**src/verilog/ucd_regs.svh**
```systemverilog
// constants for the uart channel: addresses, counts and idle levels
`ifndef UCD_REGS_SVH
`define UCD_REGS_SVH

// host address of the data port outside a dma cycle
`define UCD_DATA_ADDR      3'h0
// last tick of a sixteen-tick bit
`define UCD_BIT_LAST       4'hF
// tick at which a start bit is checked
`define UCD_MID_SAMPLE     4'h7
// infrared pulse length in sixteenth ticks
`define UCD_IR_PULSE_TICKS 4'h3
// ticks that a received infrared pulse is stretched over
`define UCD_IR_STRETCH     5'h10
// index of the last data bit
`define UCD_DATA_LAST      3'h7
// last count of the divide-by-4 prescaler
`define UCD_PRESCALE_LAST  2'h3
// idle level of the standard serial line
`define UCD_LINE_IDLE      1'b1
// width of the pin synchroniser
`define UCD_SYNC_WIDTH     21

`endif

```
**src/verilog/ucd_pkg.sv**
```systemverilog
// types shared by the uart channel modules
package ucd_pkg;

	typedef enum logic [2:0] {
		TX_IDLE,
		TX_LOAD,
		TX_START,
		TX_DATA,
		TX_STOP
	} ucd_tx_state_type;

	typedef enum logic [1:0] {
		RX_IDLE,
		RX_START,
		RX_DATA,
		RX_STOP
	} ucd_rx_state_type;

endpackage

```
**src/verilog/ucd_fifo.sv**
```systemverilog
// small synchronous fifo with registered read data
`timescale 1ns/1ps
module ucd_fifo #(
	parameter int WIDTH       = 8,
	parameter int DEPTH       = 8,
	parameter int LEVEL_WIDTH = $clog2(DEPTH) + 1
) (
	input  wire logic                   ref_clk,
	input  wire logic                   reset,
	input  wire logic [WIDTH-1:0]       inData,
	input  wire logic                   inValid,
	output logic                        inReady,
	output logic [WIDTH-1:0]            outData,
	output logic                        outValid,
	input  wire logic                   outReady,
	output logic [LEVEL_WIDTH-1:0]      level
);
	// depth must be a power of two so the pointers wrap
	localparam int AW = $clog2(DEPTH);

	logic [WIDTH-1:0]       mem [DEPTH];
	logic [AW-1:0]          wrPtr;
	logic [AW-1:0]          rdPtr;
	logic [LEVEL_WIDTH-1:0] next_level;
	logic                   push;
	logic                   pop;

	assign push = inValid & inReady;
	assign pop = outReady & outValid;
	assign next_level = level + LEVEL_WIDTH'(push) - LEVEL_WIDTH'(pop);

	always_ff @(posedge ref_clk) begin
		if (push) begin
			mem[wrPtr] <= inData;
		end
	end

	always_ff @(posedge ref_clk) begin
		if (reset) begin
			wrPtr <= '0;
			rdPtr <= '0;
		end else begin
			if (push) begin
				wrPtr <= wrPtr + 1'b1;
			end
			if (pop) begin
				rdPtr <= rdPtr + 1'b1;
			end
		end
	end

	// flags from the next level so they never lag
	always_ff @(posedge ref_clk) begin
		if (reset) begin
			level <= '0;
			inReady <= 1'b1;
			outValid <= 1'b0;
		end else begin
			level <= next_level;
			inReady <= next_level != LEVEL_WIDTH'(DEPTH);
			outValid <= next_level != '0;
		end
	end

	always_ff @(posedge ref_clk) begin
		if (reset) begin
			outData <= '0;
		end else if (pop) begin
			outData <= mem[rdPtr];
		end
	end

endmodule // ucd_fifo

```
**src/verilog/ucd_channel.sv**
```systemverilog
// one uart channel: dma handshake, host data port, baud generator, serial and infrared pins
// Contract
// - terminal count pulse drops both dma requests
// - acknowledge low with address-valid starts dma
// - dma writes fill tx, reads drain rx
// - dma cycle ignores address and chip select
// - tx request until count or fill above trigger
// - tx request needs its enable bit
// - rx request until count or fifo empty
// - rx request needs its enable bit
// - ready pins carry requests when dma enabled
// - standard mode idles and resets at one
// - infrared mode idles at zero
// - infrared output always encoded, idles zero
// - receive inversion applied before infrared decoder
// - auto rts only after rts asserted
// - cts gates transmit under auto cts
// - output one becomes rs485 direction when selected
// - baud clock out is sixteen-times clock
// - bus style picks strobe scheme
// - prescaler pin latched only at reset
// - override bit supersedes latched prescaler
`timescale 1ns/1ps
`include "ucd_regs.svh"
module ucd_channel #(
	parameter int FIFO_WIDTH  = 8,
	parameter int FIFO_DEPTH  = 8,
	parameter int LEVEL_WIDTH = $clog2(FIFO_DEPTH) + 1
) (
	input  wire logic                   ref_clk,
	input  wire logic                   reset,
	input  wire logic                   dmaTerminalCount,
	input  wire logic                   dmaAddressValid,
	input  wire logic                   dmaAcknowledgeN,
	input  wire logic                   busStyleSelect,
	input  wire logic                   chipSelectN,
	input  wire logic [2:0]             registerAddressLines,
	input  wire logic                   readStrobeN,
	input  wire logic                   writeStrobeN,
	input  wire logic                   readWriteSelect,
	input  wire logic [7:0]             hostDataIn,
	output logic [7:0]                  hostDataOut,
	output logic                        hostDataValid,
	input  wire logic                   txDmaEnable,
	input  wire logic                   rxDmaEnable,
	input  wire logic                   irdaMode,
	input  wire logic                   rxInvert,
	input  wire logic                   rtsEnable,
	input  wire logic                   autoRtsEnable,
	input  wire logic                   autoCtsEnable,
	input  wire logic                   rs485Select,
	input  wire logic                   op1Software,
	input  wire logic                   op2Software,
	input  wire logic                   prescalerOverrideEnable,
	input  wire logic                   prescalerOverrideDiv4,
	input  wire logic                   prescalerSelect,
	input  wire logic [15:0]            baudDivisor,
	input  wire logic [LEVEL_WIDTH-1:0] txTriggerLevel,
	input  wire logic [LEVEL_WIDTH-1:0] rxTriggerLevel,
	output logic                        txDmaRequest,
	output logic                        rxDmaRequest,
	output logic                        txReadyStatusN,
	output logic                        rxReadyStatusN,
	output logic                        txFifoReady,
	output logic                        rxOverrun,
	output logic                        serialTxOut,
	output logic                        infraredTxOut,
	input  wire logic                   serialRxIn,
	output logic                        requestToSendN,
	input  wire logic                   clearToSendN,
	output logic                        clearToSendState,
	output logic                        generalOutputOneN,
	output logic                        generalOutputTwoN,
	output logic                        baudClockOut
);

	// ****************************************
	// pin synchroniser
	// ****************************************
	logic [`UCD_SYNC_WIDTH-1:0] syncStage1;
	logic [`UCD_SYNC_WIDTH-1:0] syncStage2;
	logic [7:0]                 sData;
	logic [2:0]                 sAddr;
	logic                       sRw;
	logic                       sCsN;
	logic                       sRdN;
	logic                       sWrN;
	logic                       sAckN;
	logic                       sAen;
	logic                       sTc;
	logic                       sRx;
	logic                       sCts;
	logic                       sPresel;

	always_ff @(posedge ref_clk) begin
		syncStage1 <= {hostDataIn, registerAddressLines, readWriteSelect, chipSelectN, readStrobeN,
			writeStrobeN, dmaAcknowledgeN, dmaAddressValid, dmaTerminalCount, serialRxIn,
			clearToSendN, prescalerSelect};
		syncStage2 <= syncStage1;
	end

	assign {sData, sAddr, sRw, sCsN, sRdN, sWrN, sAckN, sAen, sTc, sRx, sCts, sPresel} = syncStage2;

	// ****************************************
	// host strobes and dma cycle
	// ****************************************
	logic prevRdN;
	logic prevWrN;
	logic prevTc;
	logic dmaActive;
	logic selected;
	logic strobeFall;
	logic strobeIsWrite;
	logic hostWriteEvent;
	logic hostReadEvent;
	logic tcEvent;

	always_ff @(posedge ref_clk) begin
		if (reset) begin
			prevRdN <= 1'b1;
			prevWrN <= 1'b1;
			prevTc <= 1'b0;
		end else begin
			prevRdN <= sRdN;
			prevWrN <= sWrN;
			prevTc <= sTc;
		end
	end

	// the controller keeps address-valid low outside dma, so no cycle is seen then
	assign dmaActive = ~sAckN & sAen;
	assign selected = dmaActive | (~sCsN & (sAddr == `UCD_DATA_ADDR));
	// separate strobes when high, one data strobe with direction when low
	assign strobeFall = busStyleSelect ? ((prevRdN & ~sRdN) | (prevWrN & ~sWrN)) : (prevRdN & ~sRdN);
	assign strobeIsWrite = busStyleSelect ? (prevWrN & ~sWrN) : ~sRw;
	assign hostWriteEvent = strobeFall & strobeIsWrite & selected;
	assign hostReadEvent = strobeFall & ~strobeIsWrite & selected;
	assign tcEvent = sTc & ~prevTc;

	// ****************************************
	// fifos
	// ****************************************
	logic [7:0]             txOutData;
	logic                   txOutValid;
	logic                   txOutReady;
	logic [LEVEL_WIDTH-1:0] txLevel;
	logic [7:0]             rxOutData;
	logic                   rxOutValid;
	logic                   rxInReady;
	logic [LEVEL_WIDTH-1:0] rxLevel;
	logic                   rxPush;
	logic [7:0]             rxShift;
	logic                   readPending;

	ucd_fifo #(.WIDTH(FIFO_WIDTH), .DEPTH(FIFO_DEPTH), .LEVEL_WIDTH(LEVEL_WIDTH)) txFifo (
		.ref_clk  (ref_clk),
		.reset    (reset),
		.inData   (sData),
		.inValid  (hostWriteEvent),
		.inReady  (txFifoReady),
		.outData  (txOutData),
		.outValid (txOutValid),
		.outReady (txOutReady),
		.level    (txLevel)
	);

	ucd_fifo #(.WIDTH(FIFO_WIDTH), .DEPTH(FIFO_DEPTH), .LEVEL_WIDTH(LEVEL_WIDTH)) rxFifo (
		.ref_clk  (ref_clk),
		.reset    (reset),
		.inData   (rxShift),
		.inValid  (rxPush),
		.inReady  (rxInReady),
		.outData  (rxOutData),
		.outValid (rxOutValid),
		.outReady (hostReadEvent),
		.level    (rxLevel)
	);

	// read data leaves the fifo one cycle after the pop
	always_ff @(posedge ref_clk) begin
		if (reset) begin
			readPending <= 1'b0;
			hostDataOut <= 8'h00;
			hostDataValid <= 1'b0;
		end else begin
			readPending <= hostReadEvent & rxOutValid;
			hostDataValid <= readPending;
			if (readPending) begin
				hostDataOut <= rxOutData;
			end
		end
	end

	// ****************************************
	// dma requests
	// ****************************************
	logic txBlock;
	logic rxBlock;
	logic next_txDmaRequest;
	logic next_rxDmaRequest;

	// a terminal count holds a request down until its condition clears once
	always_ff @(posedge ref_clk) begin
		if (reset) begin
			txBlock <= 1'b0;
			rxBlock <= 1'b0;
		end else begin
			if (tcEvent) begin
				txBlock <= 1'b1;
			end else if (txLevel > txTriggerLevel) begin
				txBlock <= 1'b0;
			end
			if (tcEvent) begin
				rxBlock <= 1'b1;
			end else if (!rxOutValid) begin
				rxBlock <= 1'b0;
			end
		end
	end

	assign next_txDmaRequest = txDmaEnable & ~tcEvent & ~txBlock & (txLevel <= txTriggerLevel);
	assign next_rxDmaRequest = rxDmaEnable & ~tcEvent & ~rxBlock & rxOutValid;

	always_ff @(posedge ref_clk) begin
		if (reset) begin
			txDmaRequest <= 1'b0;
			rxDmaRequest <= 1'b0;
			txReadyStatusN <= 1'b1;
			rxReadyStatusN <= 1'b1;
		end else begin
			txDmaRequest <= next_txDmaRequest;
			rxDmaRequest <= next_rxDmaRequest;
			txReadyStatusN <= txDmaEnable ? next_txDmaRequest : ~txFifoReady;
			rxReadyStatusN <= rxDmaEnable ? next_rxDmaRequest : ~rxOutValid;
		end
	end

	// ****************************************
	// prescaler and baud generator
	// ****************************************
	logic        latchedDiv1;
	logic        divideBy4;
	logic [1:0]  prescaleCount;
	logic        prescaleTick;
	logic [15:0] divCount;
	logic [15:0] divLast;
	logic        tick16;

	always_ff @(posedge ref_clk) begin
		if (reset) begin
			latchedDiv1 <= sPresel;
		end
	end

	assign divideBy4 = prescalerOverrideEnable ? prescalerOverrideDiv4 : ~latchedDiv1;
	assign prescaleTick = divideBy4 ? (prescaleCount == `UCD_PRESCALE_LAST) : 1'b1;
	assign divLast = (baudDivisor == 16'h0000) ? 16'h0000 : baudDivisor - 16'h0001;
	assign tick16 = prescaleTick & (divCount == divLast);

	always_ff @(posedge ref_clk) begin
		if (reset) begin
			prescaleCount <= 2'h0;
			divCount <= 16'h0000;
			baudClockOut <= 1'b0;
		end else begin
			prescaleCount <= divideBy4 ? prescaleCount + 2'h1 : 2'h0;
			if (tick16) begin
				divCount <= 16'h0000;
			end else if (prescaleTick) begin
				divCount <= divCount + 16'h0001;
			end
			baudClockOut <= divCount >= {1'b0, baudDivisor[15:1]};
		end
	end

	// ****************************************
	// transmitter and infrared encoder
	// ****************************************
	ucd_pkg::ucd_tx_state_type txState;
	logic [3:0]                txTick;
	logic [2:0]                txBit;
	logic [7:0]                txShift;
	logic                      txLine;
	logic                      txBusy;
	logic                      ctsAllows;
	logic                      irPulse;

	assign ctsAllows = ~autoCtsEnable | ~sCts;
	assign txOutReady = (txState == ucd_pkg::TX_IDLE) & ctsAllows;
	assign txBusy = txState != ucd_pkg::TX_IDLE;

	always_ff @(posedge ref_clk) begin
		if (reset) begin
			txState <= ucd_pkg::TX_IDLE;
			txTick <= 4'h0;
			txBit <= 3'h0;
			txShift <= 8'h00;
			txLine <= `UCD_LINE_IDLE;
		end else begin
			if (tick16) begin
				txTick <= txTick + 4'h1;
			end
			case (txState)
				ucd_pkg::TX_IDLE: begin
					if (txOutValid && ctsAllows) begin
						txState <= ucd_pkg::TX_LOAD;
					end
				end
				ucd_pkg::TX_LOAD: begin
					txShift <= txOutData;
					txLine <= 1'b0;
					txTick <= 4'h0;
					txState <= ucd_pkg::TX_START;
				end
				ucd_pkg::TX_START: begin
					if (tick16 && txTick == `UCD_BIT_LAST) begin
						txLine <= txShift[0];
						txShift <= {1'b0, txShift[7:1]};
						txBit <= 3'h0;
						txState <= ucd_pkg::TX_DATA;
					end
				end
				ucd_pkg::TX_DATA: begin
					if (tick16 && txTick == `UCD_BIT_LAST) begin
						txBit <= txBit + 3'h1;
						if (txBit == `UCD_DATA_LAST) begin
							txLine <= `UCD_LINE_IDLE;
							txState <= ucd_pkg::TX_STOP;
						end else begin
							txLine <= txShift[0];
							txShift <= {1'b0, txShift[7:1]};
						end
					end
				end
				ucd_pkg::TX_STOP: begin
					if (tick16 && txTick == `UCD_BIT_LAST) begin
						txState <= ucd_pkg::TX_IDLE;
					end
				end
				default: begin
					txState <= ucd_pkg::TX_IDLE;
				end
			endcase
		end
	end

	assign irPulse = txBusy & ~txLine & (txTick < `UCD_IR_PULSE_TICKS);

	always_ff @(posedge ref_clk) begin
		if (reset) begin
			serialTxOut <= `UCD_LINE_IDLE;
			infraredTxOut <= 1'b0;
		end else begin
			serialTxOut <= irdaMode ? irPulse : txLine;
			infraredTxOut <= irPulse;
		end
	end

	// ****************************************
	// infrared decoder and receiver
	// ****************************************
	ucd_pkg::ucd_rx_state_type rxState;
	logic [3:0]                rxTick;
	logic [2:0]                rxBit;
	logic [4:0]                irStretch;
	logic                      irIn;
	logic                      rxLine;

	assign irIn = sRx ^ rxInvert;
	assign rxLine = irdaMode ? ~(irIn | (irStretch != 5'h00)) : sRx;

	always_ff @(posedge ref_clk) begin
		if (reset) begin
			irStretch <= 5'h00;
		end else if (irIn) begin
			irStretch <= `UCD_IR_STRETCH;
		end else if (tick16 && irStretch != 5'h00) begin
			irStretch <= irStretch - 5'h01;
		end
	end

	always_ff @(posedge ref_clk) begin
		if (reset) begin
			rxState <= ucd_pkg::RX_IDLE;
			rxTick <= 4'h0;
			rxBit <= 3'h0;
			rxShift <= 8'h00;
			rxPush <= 1'b0;
			rxOverrun <= 1'b0;
		end else begin
			rxPush <= 1'b0;
			if (tick16) begin
				rxTick <= rxTick + 4'h1;
			end
			case (rxState)
				ucd_pkg::RX_IDLE: begin
					rxTick <= 4'h0;
					if (!rxLine) begin
						rxState <= ucd_pkg::RX_START;
					end
				end
				ucd_pkg::RX_START: begin
					if (tick16 && rxTick == `UCD_MID_SAMPLE) begin
						rxTick <= 4'h0;
						rxBit <= 3'h0;
						rxState <= rxLine ? ucd_pkg::RX_IDLE : ucd_pkg::RX_DATA;
					end
				end
				ucd_pkg::RX_DATA: begin
					if (tick16 && rxTick == `UCD_BIT_LAST) begin
						rxShift <= {rxLine, rxShift[7:1]};
						rxBit <= rxBit + 3'h1;
						if (rxBit == `UCD_DATA_LAST) begin
							rxState <= ucd_pkg::RX_STOP;
						end
					end
				end
				ucd_pkg::RX_STOP: begin
					if (tick16 && rxTick == `UCD_BIT_LAST) begin
						rxPush <= rxLine & rxInReady;
						rxOverrun <= rxOverrun | (rxLine & ~rxInReady);
						rxState <= ucd_pkg::RX_IDLE;
					end
				end
				default: begin
					rxState <= ucd_pkg::RX_IDLE;
				end
			endcase
		end
	end

	// ****************************************
	// modem and general purpose pins
	// ****************************************
	always_ff @(posedge ref_clk) begin
		if (reset) begin
			requestToSendN <= 1'b1;
			clearToSendState <= 1'b1;
			generalOutputOneN <= 1'b1;
			generalOutputTwoN <= 1'b1;
		end else begin
			requestToSendN <= ~(rtsEnable & (~autoRtsEnable | (rxLevel < rxTriggerLevel)));
			clearToSendState <= sCts;
			generalOutputOneN <= rs485Select ? ~txBusy : ~op1Software;
			generalOutputTwoN <= ~op2Software;
		end
	end
endmodule // ucd_channel

```
**config.mk**
```make
export PLATFORM = sky130hd
export DESIGN_NAME = ucd_channel
export DESIGN_NICKNAME = d
export VERILOG_FILES = /design/src/verilog/ucd_pkg.sv /design/src/verilog/ucd_fifo.sv /design/src/verilog/ucd_channel.sv
export VERILOG_INCLUDE_DIRS = /design/src /design/src/verilog
export SDC_FILE = /design/constraint.sdc
export NUM_CORES = 1
export LEC_CHECK = 0
export ABC_AREA = 1
export ABC_CLOCK_PERIOD_IN_PS = 7350
export CORE_UTILIZATION = 40
export CTS_BUF_LIST = sky130_fd_sc_hd__clkbuf_8
export CTS_CLUSTER_SIZE = 28
export DETAILED_ROUTE_END_ITERATION = 10
export DONT_BUFFER_PORTS = 1
export PLACE_DENSITY = 0.53
export SYNTH_ARGS = -nofsm -noshare
export SYNTH_HDL_FRONTEND = slang
export SYNTH_SLANG_ARGS = --single-unit
```
**constraint.sdc**
```tcl
create_clock -name ref_clk -period 7.35 [get_ports ref_clk]
set_input_delay 0.735 -clock ref_clk [delete_from_list [all_inputs] [get_ports ref_clk]]
set_output_delay 0.735 -clock ref_clk [all_outputs]
set_load 0.05 [all_outputs]
```
==> flow_metrics.tcl <==
set metrics [dict create \
    synthArstFlopShare_pct 0 \
    drive_gt1_share_pct 9.664 \
    fmax_ghz 0.3405 \
    core_area_mm2 0.03164 \
    fp.dieW_um 181.4 \
    holdBufCountCts 0 \
    hold_viol 0 \
    synth_edf_count 129 \
    place_ws_ns 3.863 \
    utilization_pct 45.88 \
    ios 82 \
    synth.net_count 1481 \
    hold_class "in -> reg" \
    num_vias 9203 \
    chipHeight_um 181.4 \
    timing.setup.tns_ns 0 \
    cts.sinks 298 \
    rows 65 \
    p_leak_uw 0.005732 \
    wl_mm 27.07 \
    ys_warn_count 0 \
    synthesis.area_mm2 0.01288 \
    grt_max_degree 64 \
    final_max_slew_viol_count 0 \
    fin_nets 1495 \
    post_cts_buffers 0 \
    cts_buffers 50 \
    slew-limit-headroom_pct 23.93 \
    grt_use_total_pct 16.60 \
    total_power_uw 4341 \
    required_ns 7.83 \
    diodes 0 \
    io_buffers 0 \
    drc 0 \
    place_hpwl_mm 18.27 \
    fillerInstances 2993 \
    wl_per_cell_um 14.79 \
    outcome "completed" \
    ys_ff_latch 298 \
    tightestPinTransition_ns 1.139 \
    min_period_ns 2.937 \
    final_common_cell "nand2_1" \
    mostFrequentLayoutCells "nand2_1, nor2_1, dfxtp_1" \
    vdd_ir_drop_max_mv 0.1974 \
    worstPathMaxFanout 16 \
    ctsResizeCount 0 \
    viasPerCell 5.029 \
    grt_pass1_wl_mm 44.18 \
    skew_ns 0.04948 \
    cts_tree "yes" \
    finalSetupViolCount 0 \
    setup_ws_ns 4.413 \
    drt_pre_antenna_iters 5 \
    syn_inst 1374 \
    cp-start-kind "flop" \
    cap_violations 0 \
    powerDensity_mw_per_mm2 299.1 \
    grt_setup_unrepaired "false" \
    insertion_delay_ns 0.58 \
    antenna_found_initial 0 \
    drt_iter0_markers 475 \
    worst_setup_path_end_kind "flop" \
    place.gp.congestion 0.8784 \
    yosysUniqueCellTypes 50 \
    syn_to_final_growth_pct 12.72 \
    grt_pass1_vias 8805 \
    synth_area_per_cell_um2 9.372 \
    die-area_mm2 0.03292 \
    overflow 0 \
    path_clk_slew_ns 0.06 \
    cts_htree_levels 2 \
    finalCritPeriodShare_pct 39.95 \
    crit_type "reg -> reg" \
    cts-root-buf "clkbuf_8" \
    start_util_pct 40.70 \
    ys_seq_area_share_pct 56.35 \
    drtAntennaViolNets 0 \
    clockBufferDepth 3 \
    synth_ff_type "dfxtp_1" \
    arrival_ns 3.41 \
    reg2reg_slack_ns 4.41 \
]
## kinds of logic after synthesis
logic type                 synth area share (%)
and+or+nand+nor                           19.93
DFF                                       56.35
AOI/OAI and AO/OA                         10.74
buffers and inverters                     5.694
adders and majority gates                 4.683
xor gates and xnor gates                  1.360
muxes                                     1.244
## cells in the mapped netlist (23+ instances only)
master	n	area share, %
edfxtp_1	129	30
ha_1	45	4.4
o21ai_0	71	2.8
dfxtp_1	169	26
clkbuf_1	34	0.99
nor2_1	217	6.3
inv_1	136	4.0
nand2_1	221	6.4
o211ai_1	23	1.3
nand3_1	58	2.3
nand4_1	23	1.1
a21oi_1	70	2.7
## power breakdown
part | switching (µW) | internal [µW] | leakage [µW] | total [µW]
logic | 406 | 212 | 0.00249 | 618
registers | 107 | 1810 | 0.00257 | 1920
clock network | 666 | 1140 | 0.000677 | 1800
## layer usage
metal	global-route usage (%)	wire length (µm)	share of wire, %
met5	0	0	0
met4	5.932	669	2.5
met3	3.430	1593	5.9
met2	26.82	12090	45
met1	22.01	12710	47
## registers in the layout, summed over array words and instances, names as in the netlist, 4 cells and up, named ones only
signal	cells
txTick	4
irStretch	5
syncStage1	21
hostDataOut	8
syncStage2	21
txFifo.outData	8
rxShift	8
txShift	8
rxFifo.outData	8
txFifo.mem	64
rxFifo.level	4
txFifo.level	4
rxTick	4
divCount	16
rxFifo.mem	64
## path summary, 6_finish.rpt
kind	startpoint	end	cells past startpoint
worst min register to register	syncStage1[13]$_DFF_P_	syncStage2[13]$_DFF_P_	0
worst max-delay path	txState[1]$_SDFFE_PP0P_	txShift[3]$_SDFFE_PP0P_	7
worst max register to register	txState[1]$_SDFFE_PP0P_	txShift[3]$_SDFFE_PP0P_	7
worst min-delay path	hostDataIn[6]	syncStage1[19]$_DFF_P_	0
## through the flow
step	cells	cell area, µm²	hold slack (ns)
detailed placement	1738	13260	0.3121
floorplan	1374	12880	0.3096
finish	1830	14520	0.1748
global placement	1738	13260	0.3113
global route	1830	14520	0.1319
CTS	1830	14520	0.1275
## layout make-up
class | count | area (µm²) | area share, %
Timing Repair Buffer | 5 | 37.54 | 0.2586
Multi-Input combinational cell | 888 | 4913 | 33.85
Sequential cell | 298 | 7257 | 50.00
Inverter | 145 | 544.3 | 3.750
Tap cell | 402 | 503.0 | 3.465
Clock buffer | 57 | 784.5 | 5.405
Clock inverter | 35 | 475.5 | 3.276
## worst max-delay path, cell delays in order, from the launching register on
cell and delay, ns:
dfxtp_1 0.36, inv_1 0.11, nor2_1 0.44, clkinv_1 0.55
a21oi_1 0.80, nand2_1 0.36, nand2_1 0.14, a21oi_1 0.06
No activity file was read; power rests on OpenSTA's default activity.
